--- src/hw/adc_defines.vh ---
/*
 * Constants for the converter control block: register offsets, field
 * positions, reset values and timing counts.
 * Assumes a 125 MHz APB clock and word-aligned 32-bit registers.
 */
`ifndef ADC_DEFINES_VH
`define ADC_DEFINES_VH

// Register byte offsets
`define ADC_OFS_CTRL 12'h000
`define ADC_OFS_STAT 12'h004
`define ADC_OFS_RESH 12'h008
`define ADC_OFS_RESL 12'h00c
`define ADC_OFS_DATA 12'h010

// Control register fields
`define ADC_CTRL_PU 7
`define ADC_CTRL_PRS_HI 3
`define ADC_CTRL_PRS_LO 0
`define ADC_CTRL_RST 8'h00

// Status/control register fields
`define ADC_STAT_CCF 7
`define ADC_STAT_IE 6
`define ADC_STAT_CH_HI 2
`define ADC_STAT_CH_LO 0
`define ADC_STAT_RST 8'h00

// Timing
`define ADC_SAMPLE_CYC 5'h0e
`define ADC_RES_BITS 10
`define ADC_SAR_CYC 4'ha

`endif

--- src/hw/adc_sar_seq.v ---
/*
 * Conversion sequencer: sample window then bit-by-bit approximation.
 * Assumes a one-cycle conversion clock enable and an external comparator
 * whose result is valid on each conversion clock.
 */
`timescale 1ns/10ps
`include "adc_defines.vh"

module adc_sar_seq (
	input wire pclk, // Bus clock
	input wire presetn, // Async reset, low
	input wire cclk_en, // Conversion clock enable
	input wire start, // Begin conversion
	input wire abort, // Terminate conversion
	input wire comp_in, // Comparator: input above trial
	output reg sample_ff, // Sample stage active
	output reg [9:0] trial_ff, // Trial code to DAC
	output reg done_ff, // One-cycle end pulse
	output reg busy_ff // Conversion running
);

	localparam ST_IDLE = 2'h0;
	localparam ST_SAMP = 2'h1;
	localparam ST_SAR = 2'h2;

	reg [1:0] state_ff;
	reg [4:0] cnt_ff;
	reg [9:0] bit_ff;

	always @(posedge pclk or negedge presetn) begin
		if (!presetn) begin
			state_ff <= ST_IDLE;
			cnt_ff <= 5'h00;
			bit_ff <= 10'h000;
			trial_ff <= 10'h000;
			sample_ff <= 1'b0;
			done_ff <= 1'b0;
			busy_ff <= 1'b0;
		end else begin
			done_ff <= 1'b0;
			if (abort) begin
				state_ff <= ST_IDLE;
				sample_ff <= 1'b0;
				busy_ff <= 1'b0;
				trial_ff <= 10'h000;
			end
			if (start) begin
				state_ff <= ST_SAMP;
				cnt_ff <= 5'h00;
				sample_ff <= 1'b1;
				busy_ff <= 1'b1;
				trial_ff <= 10'h000;
			end else if (!abort && cclk_en) begin
				case (state_ff)
				ST_SAMP: begin
					if (cnt_ff == `ADC_SAMPLE_CYC - 5'h01) begin
						state_ff <= ST_SAR;
						sample_ff <= 1'b0;
						bit_ff <= 10'h200;
						trial_ff <= 10'h200;
					end else begin
						cnt_ff <= cnt_ff + 5'h01;
					end
				end
				ST_SAR: begin
					if (!comp_in)
						trial_ff <= (trial_ff & ~bit_ff) | (bit_ff >> 1);
					else
						trial_ff <= trial_ff | (bit_ff >> 1);
					bit_ff <= bit_ff >> 1;
					if (bit_ff == 10'h001) begin
						if (!comp_in)
							trial_ff <= trial_ff & ~bit_ff;
						state_ff <= ST_IDLE;
						busy_ff <= 1'b0;
						done_ff <= 1'b1;
					end
				end
				default: state_ff <= ST_IDLE;
				endcase
			end
		end
	end

endmodule

--- src/hw/adc_ctrl.v ---
/*
 * Converter control top: APB register file, prescaler, channel mux
 * select, result capture and conversion-complete flag with interrupt.
 * Assumes an APB master on pclk and an analog front end driven by the
 * channel select, sample and trial code outputs.
 */
// Decided for this implementation: the APB slave port and the address map.
`timescale 1ns/10ps
`include "adc_defines.vh"

module adc_ctrl (
	input wire pclk, // Bus clock 125 MHz
	input wire presetn, // Async reset, low
	input wire psel, // APB select
	input wire penable, // APB access phase
	input wire pwrite, // APB direction
	input wire [11:0] paddr, // APB byte address
	input wire [31:0] pwdata, // APB write data
	output wire pready, // APB ready
	output reg [31:0] prdata, // APB read data
	output wire pslverr, // APB error
	input wire comp_pin, // Comparator from analog side
	output wire [2:0] chan_sel, // Analog mux channel
	output wire [7:0] chan_onehot, // Per-channel switch enables
	output wire sample_en, // Sample stage active
	output wire [9:0] dac_code, // Trial code
	output wire power_up, // Analog power enable
	output wire conv_irq // Interrupt request, high
);

	reg [7:0] ctrl_ff;
	reg [7:0] stat_ff;
	reg ccf_ff;
	reg [9:0] result_ff;
	reg [4:0] div_ff;
	reg cclk_en_ff;
	reg comp_s1_ff;
	reg comp_s2_ff;

	wire wr_acc;
	wire rd_acc;
	wire wr_ctrl;
	wire wr_stat;
	wire rd_res;
	wire addr_ok;
	wire start;
	wire abort;
	wire done;
	wire busy;
	wire [9:0] trial;
	wire sample;
	reg [9:0] nxt_result;

	assign wr_acc = psel & penable & pwrite;
	assign rd_acc = psel & penable & ~pwrite;
	assign addr_ok = (paddr == `ADC_OFS_CTRL) | (paddr == `ADC_OFS_STAT) |
		(paddr == `ADC_OFS_RESH) | (paddr == `ADC_OFS_RESL) |
		(paddr == `ADC_OFS_DATA);
	assign pready = 1'b1;
	assign pslverr = psel & penable & ~addr_ok;
	assign wr_ctrl = wr_acc & (paddr == `ADC_OFS_CTRL);
	assign wr_stat = wr_acc & (paddr == `ADC_OFS_STAT);
	assign rd_res = rd_acc & ((paddr == `ADC_OFS_RESH) |
		(paddr == `ADC_OFS_RESL));

	// Powered down means no new conversion can start
	assign start = wr_stat & ctrl_ff[`ADC_CTRL_PU];
	assign abort = wr_ctrl | wr_stat | ~ctrl_ff[`ADC_CTRL_PU];

	// Registers kept on power-up; only presetn initialises them
	always @(posedge pclk or negedge presetn) begin
		if (!presetn) begin
			ctrl_ff <= `ADC_CTRL_RST;
			stat_ff <= `ADC_STAT_RST;
		end else begin
			if (wr_ctrl)
				ctrl_ff <= pwdata[7:0];
			if (wr_stat)
				stat_ff <= pwdata[7:0];
		end
	end

	// Prescaler: conversion clock = pclk / (2 * (prs + 1))
	// Five bits so that 2 * 15 + 1 does not wrap
	always @(posedge pclk or negedge presetn) begin
		if (!presetn) begin
			div_ff <= 5'h00;
			cclk_en_ff <= 1'b0;
		end else if (div_ff >=
			{ctrl_ff[`ADC_CTRL_PRS_HI:`ADC_CTRL_PRS_LO], 1'b1}) begin
			div_ff <= 5'h00;
			cclk_en_ff <= 1'b1;
		end else begin
			div_ff <= div_ff + 5'h01;
			cclk_en_ff <= 1'b0;
		end
	end

	// Comparator comes from the analog domain
	always @(posedge pclk or negedge presetn) begin
		if (!presetn) begin
			comp_s1_ff <= 1'b0;
			comp_s2_ff <= 1'b0;
		end else begin
			comp_s1_ff <= comp_pin;
			comp_s2_ff <= comp_s1_ff;
		end
	end

	adc_sar_seq u_seq (
		.pclk(pclk),
		.presetn(presetn),
		.cclk_en(cclk_en_ff),
		.start(start),
		.abort(abort & ~start),
		.comp_in(comp_s2_ff),
		.sample_ff(sample),
		.trial_ff(trial),
		.done_ff(done),
		.busy_ff(busy)
	);

	always @* begin
		nxt_result = result_ff;
		if (done)
			nxt_result = trial;
	end

	// Set beats clear: a finishing conversion wins over a result read
	always @(posedge pclk or negedge presetn) begin
		if (!presetn) begin
			result_ff <= 10'h000;
			ccf_ff <= 1'b0;
		end else begin
			result_ff <= nxt_result;
			if (done)
				ccf_ff <= 1'b1;
			else if (wr_stat | rd_res)
				ccf_ff <= 1'b0;
		end
	end

	always @* begin
		prdata = 32'h0000_0000;
		if (rd_acc) begin
			case (paddr)
			`ADC_OFS_CTRL: prdata = {24'h00_0000, ctrl_ff};
			`ADC_OFS_STAT: prdata = {24'h00_0000, ccf_ff,
				stat_ff[`ADC_STAT_IE], 2'h0, busy,
				stat_ff[`ADC_STAT_CH_HI:`ADC_STAT_CH_LO]};
			`ADC_OFS_RESH: prdata = {30'h0000_0000, result_ff[9:8]};
			`ADC_OFS_RESL: prdata = {24'h00_0000, result_ff[7:0]};
			`ADC_OFS_DATA: prdata = {22'h00_0000, result_ff};
			default: prdata = 32'h0000_0000;
			endcase
		end
	end

	assign chan_sel = stat_ff[`ADC_STAT_CH_HI:`ADC_STAT_CH_LO];

	genvar gi;
	generate
		for (gi = 0; gi < 8; gi = gi + 1) begin : g_ch
			assign chan_onehot[gi] = busy & (chan_sel == gi);
		end
	endgenerate

	assign sample_en = sample;
	assign dac_code = trial;
	assign power_up = ctrl_ff[`ADC_CTRL_PU];
	// Combinational so reset drops it at once
	assign conv_irq = ccf_ff & stat_ff[`ADC_STAT_IE];

endmodule

--- config.mk ---
export PLATFORM = sky130hd
export DESIGN_NAME = adc_ctrl
export DESIGN_NICKNAME = d
export VERILOG_FILES = /design/src/hw/adc_sar_seq.v /design/src/hw/adc_ctrl.v
export VERILOG_INCLUDE_DIRS = /design/src /design/src/hw
export SDC_FILE = /design/constraint.sdc
export NUM_CORES = 1
export LEC_CHECK = 0
export BUFFER_PORTS_ARGS = -buffer_cell sky130_fd_sc_hd__buf_4
export CELL_PAD_IN_SITES_DETAIL_PLACEMENT = 0
export CELL_PAD_IN_SITES_GLOBAL_PLACEMENT = 2
export CORE_MARGIN = 10
export CORE_UTILIZATION = 27
export DETAILED_ROUTE_END_ITERATION = 6
export PLACE_DENSITY = 0.83
export SKIP_LAST_GASP = 1
export SLEW_MARGIN = 20
export SYNTH_ARGS = -nofsm -noshare
export SYNTH_HDL_FRONTEND = slang
export SYNTH_SLANG_ARGS = --single-unit
--- constraint.sdc ---
create_clock -name pclk -period 2.6 [get_ports pclk]
set_input_delay 0.52 -clock pclk [delete_from_list [all_inputs] [get_ports pclk]]
set_output_delay 0.52 -clock pclk [all_outputs]
set_load 0.05 [all_outputs]
==> key figures, run 1 <==
Run status
  • Outcome: finished with violations
  • Failing checks: negative setup slack

Floorplanning
  • Die area: 17,200 um^2
  • Core area: 12,100 um^2
  • Die Ht: 131 um
  • Die W: 131 um
  • Top-level I/O count: 108
  • # rows: 40
  • Starting Density: 0.277

Synthesis
  • EDFF count, synth: 0
  • Area contributors post-synth: dfrtp_1, nand2_1, buf_4
  • Synthesized flop and latch total: 61
  • Yosys warnings: 0
  • Mean Syn Cell Area: 9.20 um^2
  • Mapped Cells: 363
  • Synth unique cells: 44
  • Synth Area in Adders: 0.0337
  • Xor and xnor area share after synthesis: 0.0184
  • Commonest register cell after synthesis: dfrtp_1
  • Simple-gate area share of the yosys netlist: 0.217
  • Compound-Gate Fraction of Synth Area: 0.113
  • Yosys top cell by area: dfrtp_1
  • Fraction of registers with async set/reset: 1.00
  • Post-Synthesis Cell Area: 3340 um^2
  • Largest family of logic cells by synthesized area: simple AND/OR/NAND/NOR gates
  • Post-synthesis sequential area ratio: 0.457
  • Mux contribution to synthesized area: 0.0640
  • Post-synth top area share: 0.457

Placed design
  • I/O Buffers: 60
  • DP Wirelength: 7130 um
  • Placed instance count: 593
  • GPL Wtd Cong: 0.792

STA
  • Pin slew with the least headroom to its limit: 0.775 ns
  • Final period util: 1.16
  • Final worst-path setup slack: -0.406 ns
  • Unrepaired setup endpoints after global routing: true
  • Fmax: 333 MHz
  • Worst rel slew slack: 0.484
  • Tmin final: 3.01 ns
  • Final setup fails: 8
  • Max Slew Vio Count: 0
  • Fin Setup TNS: -2.79 ns
  • Final hold vios: 0
  • Clock Skew: 0.00737 ns

Cells and area
  • Fraction of layout cells with a size suffix above 1: 0.275
  • Inserted Diodes: 0
  • Layout area overhead: 33.2%
  • Most common cell after layout, fill and taps aside: buf_4
  • Nets@finish: 495
  • Commonest non-fill, non-tap cells in the layout: buf_4, dfrtp_1, nand2_1
  • Cell Count, Final, Fillers Out: 608

Flow run
  • Max-Cap Viols: 0

Drt
  • Vias per Instance: 4.56
  • Final wirelength: 9360 um
  • DR vias: 2,774
  • Initial detailed-routing violation count: 186
  • Antenna viol nets, final: 0
  • Wire per inst: 15.4 um
  • Drt first pass iters: 6
  • Drt drc: 0

Setup path
  • Cell Chain, Critical Path: buf_6 > or4_4 > or4_4 > nor3b_4 > a222oi_1 > nor2_4 > buf_8
  • Crit-path max cell delay: 0.53 ns
  • Crit Path Max Fanout: 6
  • CP Capture Type: output port
  • Crit start category: input port
  • Critical path class: in2out
  • Crit-path slowest cell: or4_4
  • CP arrival: 2.49 ns
  • Cell mode on critical path: or4_4
  • Worst Path Required: 2.08 ns

GRT
  • GR Util All Layers: 0.109
  • Initial antenna violation count: 0
  • Vias in the first global route: 2,876
  • Largest net degree at the start of global routing: 62
  • Global-route wire length before repair: 15,300 um
  • GR Overflow Total: 0

Clock network
  • Root Driver: clkbuf_16
  • Clk_lat worst skew: 0.33 ns
  • Setup bufs post-CTS: 0
  • CTS Hold Bufs: 0
  • CTS sink count: 61
  • Htree depth: 3
  • CTS Buffer Depth: 2
  • CTS clk-pin slew, worst paths: 0.05 ns
  • CTS tree: done
  • TritonCTS buffer count: 9

Pwr
  • Overall Power: 2530 uW
  • Maximum vdd drop: 0.242 mV
  • Pwr dens: 568 nW/um^2
  • Static leakage: 0.00188 uW

Worst hold path
  • HP Class: in2async
-- kinds of logic after synthesis --
| logic type | after synthesis |
|---|---|
| DFF | 61 |
| muxes | 20 |
| AOI/OAI and AO/OA | 60 |
| and+or+nand+nor | 147 |
| buffers and inverters | 57 |
| adders and majority gates | 9 |
| other | 2 |
| xor gates and xnor gates | 7 |
-- stage by stage --
step                      utilization  setup WS, ns  hold slack (ns)  instance area [um^2]
after floorplan                     -        -0.291            0.224                  3480
after global placement          0.337        -0.445            0.334                  4060
after detailed placement        0.337        -0.442            0.344                  4060
after CTS                       0.368        -0.400            0.284                  4440
after global routing            0.369        -0.466            0.289                  4450
final                           0.369        -0.406            0.272                  4450
-- per-layer routing --
| metal | share of wire | vias to the layer above | global-route usage |
|---|---|---|---|
| met2 | 0.46 | 83 | 0.171 |
| met4 | 0.026 | 0 | 0.0563 |
| met5 | 0 | - | 0 |
| met3 | 0.056 | 17 | 0.0271 |
| met1 | 0.45 | 1320 | 0.134 |
| li1 | - | 1354 | - |
-- power breakdown --
group | switching [uW] | internal (uW) | leakage, uW | total (uW)
Combinational | 162 | 82.6 | 0.00104 | 245
Clock | 410 | 857 | 0.000152 | 1270
Sequential | 32.6 | 984 | 0.000686 | 1020
-- final cells by class --
| class | count | area (um^2) |
|---|---|---|
| clock buffer | 11 | 243 |
| clock inverter | 4 | 72.6 |
| fill | 1224 | 7610 |
| inverter | 23 | 86.3 |
| multi-input combinational | 266 | 1650 |
| sequential | 61 | 1530 |
| tap | 168 | 210 |
| timing repair buffer | 75 | 657 |
-- cell usage after synthesis, types with 4 or more instances --
master / number
nand2b_1: 5
nand3_1: 4
xnor2_1: 5
buf_4: 26
nor2_1: 44
ha_1: 9
nor3_1: 11
clkbuf_1: 4
nor4_1: 5
inv_1: 23
a22oi_1: 11
a222oi_1: 6
o21ai_0: 22
mux2i_1: 9
a21oi_1: 11
nand2_1: 54
dfrtp_1: 61
mux2_2: 11
-- final timing paths --
check,startpoint,end,slack (ns),depth (start not counted)
min in group pclk,comp_pin,comp_s1_ff,0.29,1
max in group asynchronous,presetn,ctrl_ff[7],1.82,1
worst min-delay path,presetn,u_seq.bit_ff[4],0.27,1
worst max-delay path,paddr[9],prdata[0],-0.41,7
worst max register to register,u_seq.cnt_ff[1],u_seq.bit_ff[5],0.68,8
worst min register to register,comp_s1_ff,comp_s2_ff,0.35,0
-- critical path, delay by kind of cell --
family                 cells  cell delay (ns)
and+or+nand+nor            4             1.52
buffers and inverters      2             0.24
AOI/OAI and AO/OA          1             0.20
-- registers in the layout (all words and copies together) (netlist names), 2 cells and up --
signal / count
div_ff: 5
u_seq.state_ff: 2
u_seq.bit_ff: 10
result_ff: 10
ctrl_ff: 8
u_seq.cnt_ff: 5
stat_ff: 4
u_seq.trial_ff: 10
-- what timing repair did --
item,4_1_cts,5_1_grt
resized for setup,15,3
pin swaps,11,0
endpoints found under the setup margin,8,9
(Power assumes the default switching activity.)
==> run 2, diff against run 1 <==
--- a/config.mk
+++ b/config.mk
@@ -9,6 +9,7 @@
 export BUFFER_PORTS_ARGS = -buffer_cell sky130_fd_sc_hd__buf_4
 export CELL_PAD_IN_SITES_DETAIL_PLACEMENT = 0
 export CELL_PAD_IN_SITES_GLOBAL_PLACEMENT = 2
+export CORE_ASPECT_RATIO = 1.25
 export CORE_MARGIN = 10
 export CORE_UTILIZATION = 27
 export DETAILED_ROUTE_END_ITERATION = 6
==> run 2 against run 1 <==
  * The flow still finishes with violations (negative setup slack)
  * Clock power decreased by 8%
  * Worst hold slack got worse by 0.0066 ns
  * Count of clock-buffer cells in the layout decreased by 1
  * Sequential power about the same
  * Non-clock buffer count increased by 3
  * Largest power group unchanged
==> key figures, run 2 (synthesis gave the netlist of run 1 again) <==
Run status
  • Outcome: finished with violations (unchanged)
  • Failing checks: negative setup slack (unchanged)

GRT
  • Vias in the first global route: 2,781 (was 2,876)
  • Largest net degree at the start of global routing: 62 (unchanged)
  • GR Util All Layers: 0.107 (was 0.109)
  • GR Overflow Total: 0 (unchanged)
  • Initial antenna violation count: 0 (unchanged)
  • Global-route wire length before repair: 14,800 um (was 15,300 um)

Cells and area
  • Nets@finish: 498 (was 495)
  • Most common cell after layout, fill and taps aside: buf_4 (unchanged)
  • Biggest registers after layout: result_ff x10, u_seq.bit_ff x10, u_seq.trial_ff x10 (unchanged)
  • Util after Layout: 0.366 (was 0.369)
  • Layout area overhead: 33.1% (was 33.2%)
  • Final Instance Area: 4450 um^2 (about the same)
  • Inserted Diodes: 0 (unchanged)
  • Cell Count, Final, Fillers Out: 608 (unchanged)
  • Commonest non-fill, non-tap cells in the layout: buf_4, dfrtp_1, nand2_1 (unchanged)
  • Fraction of layout cells with a size suffix above 1: 0.279 (was 0.275)

STA
  • Worst rel slew slack: 0.488 (was 0.484)
  • Fmax: 340 MHz (was 333 MHz)
  • Pin slew with the least headroom to its limit: 0.768 ns (was 0.775 ns)
  • Unrepaired setup endpoints after global routing: true (unchanged)
  • Final hold vios: 0 (unchanged)
  • Final period util: 1.13 (was 1.16)
  • Worst Hold Margin: 0.266 ns (was 0.272 ns)
  • Max Slew Vio Count: 0 (unchanged)
  • Final worst-path setup slack: -0.338 ns (was -0.406 ns)
  • Tmin final: 2.94 ns (was 3.01 ns)
  • Clock Skew: 0.00598 ns (was 0.00737 ns)
  • Final setup fails: 8 (unchanged)

Drt
  • DR vias: 2,805 (was 2,774)
  • Initial detailed-routing violation count: 208 (was 186)
  • Wire per inst: 15.2 um (was 15.4 um)
  • Drt first pass iters: 5 (was 6)
  • Vias per Instance: 4.61 (was 4.56)
  • Antenna viol nets, final: 0 (unchanged)
  • Final wirelength: 9220 um (was 9360 um)
  • Drt drc: 0 (unchanged)

Floorplanning
  • Die area: 17,300 um^2 (was 17,200 um^2)
  • Starting Density: 0.275 (was 0.277)
  • Top-level I/O count: 108 (unchanged)
  • Die W: 119 um (was 131 um)
  • Core area: 12,200 um^2 (was 12,100 um^2)
  • Die Ht: 144 um (was 131 um)
  • # rows: 45 (was 40)

Clock network
  • Root Driver: clkbuf_16 (unchanged)
  • CTS Buffer Depth: 2 (unchanged)
  • Htree depth: 3 (unchanged)
  • CTS sink count: 61 (unchanged)
  • CTS tree: done (unchanged)
  • CTS clk-pin slew, worst paths: 0.05 ns (about the same)
  • Clk_lat worst skew: 0.33 ns (about the same)
  • TritonCTS buffer count: 9 (unchanged)

Placed design
  • GPL Wtd Cong: 0.761 (was 0.792)
  • Cell Area, Placed: 4060 um^2 (about the same)
  • I/O Buffers: 60 (unchanged)
  • Placed instance count: 591 (was 593)
  • DP Wirelength: 7070 um (was 7130 um)

Flow run
  • Max-Cap Viols: 0 (unchanged)

Pwr
  • Pwr dens: 545 nW/um^2 (was 568 nW/um^2)
  • Overall Power: 2420 uW (was 2530 uW)
  • Static leakage: 0.00188 uW (about the same)
  • Maximum vdd drop: 0.287 mV (was 0.242 mV)

Setup path
  • Cell Chain, Critical Path: buf_6 > or4_4 > or4_4 > buf_6 > nor2_4 > buf_6 > a222oi_1 > nor2_4 > buf_8 (was buf_6 > or4_4 > or4_4 > nor3b_4 > a222oi_1 > nor2_4 > buf_8)
  • Crit Path Max Fanout: 6 (unchanged)
  • Critical path class: in2out (unchanged)
  • CP Capture Type: output port (unchanged)
  • Crit start category: input port (unchanged)
  • Crit-path max cell delay: 0.53 ns (about the same)
  • Cell mode on critical path: buf_6 (was or4_4)
  • CP Buf/Inv Count: 4 (was 2)
  • Crit-path slowest cell: or4_4 (unchanged)
  • Worst Path Required: 2.08 ns (about the same)
  • Top delay family on crit path: simple AND/OR/NAND/NOR gates (unchanged)
  • CP arrival: 2.42 ns (was 2.49 ns)

Worst hold path
  • HP Class: in2async (unchanged)
==> run 2: cell types whose count changed in the layout (fill, tap and decap cells not counted), sizes merged <==
cell / before / now
clkinv: 1 / 3
bufinv: 2 / 1
clkbuf: 11 / 10
buf: 75 / 78
clkinvlp: 1 / 2
==> run 2: report_power, final <==
part           switching [uW]  leakage (uW)  internal, uW
combinational             162       0.00106          81.8
sequential               29.4      0.000686           983
clock                     427      0.000138           739
total                     618       0.00188          1800
==> run 2: layer usage <==
metal  vias up  global-route usage  part of all wire
met5         -                   0                 0
met4         0              0.0363             0.014
met3        13              0.0308             0.065
met2        92               0.171              0.47
met1      1341               0.135              0.45
li1       1359                   -                 -
==> run 2: final timing paths <==
kind / startpoint / endpoint / slack (ns) / cells past startpoint
max in group asynchronous: presetn / u_seq.bit_ff[8] / 1.83 / 1
setup reg to reg: u_seq.cnt_ff[1] / u_seq.bit_ff[5] / 0.57 / 8
hold reg to reg: comp_s1_ff / comp_s2_ff / 0.35 / 0
hold / removal: presetn / ctrl_ff[6] / 0.27 / 1
setup / recovery: paddr[9] / prdata[2] / -0.34 / 9
min in group pclk: comp_pin / comp_s1_ff / 0.30 / 1
==> run 2: final cells by class <==
type / count / area [um^2]
Fill cell: 1248 / 7710
Multi-Input combinational cell: 266 / 1650
Sequential cell: 61 / 1530
Timing Repair Buffer: 78 / 686
Clock buffer: 10 / 229
Tap cell: 164 / 205
Inverter: 23 / 86.3
Clock inverter: 6 / 63.8
==> run 2: metrics by stage <==
| stage | setup slack [ns] | setup TNS (ns) |
|---|---|---|
| final | -0.338 | -2.59 |
| after global routing | -0.392 | -3.02 |
| after CTS | -0.358 | -2.60 |
| after detailed placement | -0.488 | -3.57 |
| after global placement | -0.485 | -3.58 |
| after floorplan | -0.291 | -2.20 |
==> run 2: what timing repair did <==
item	CTS	global route
setup buffers	1	0
gates resized for setup	20	3
endpoints found under the setup margin	8	9
hold buffers	0	0
pin swaps	6	4
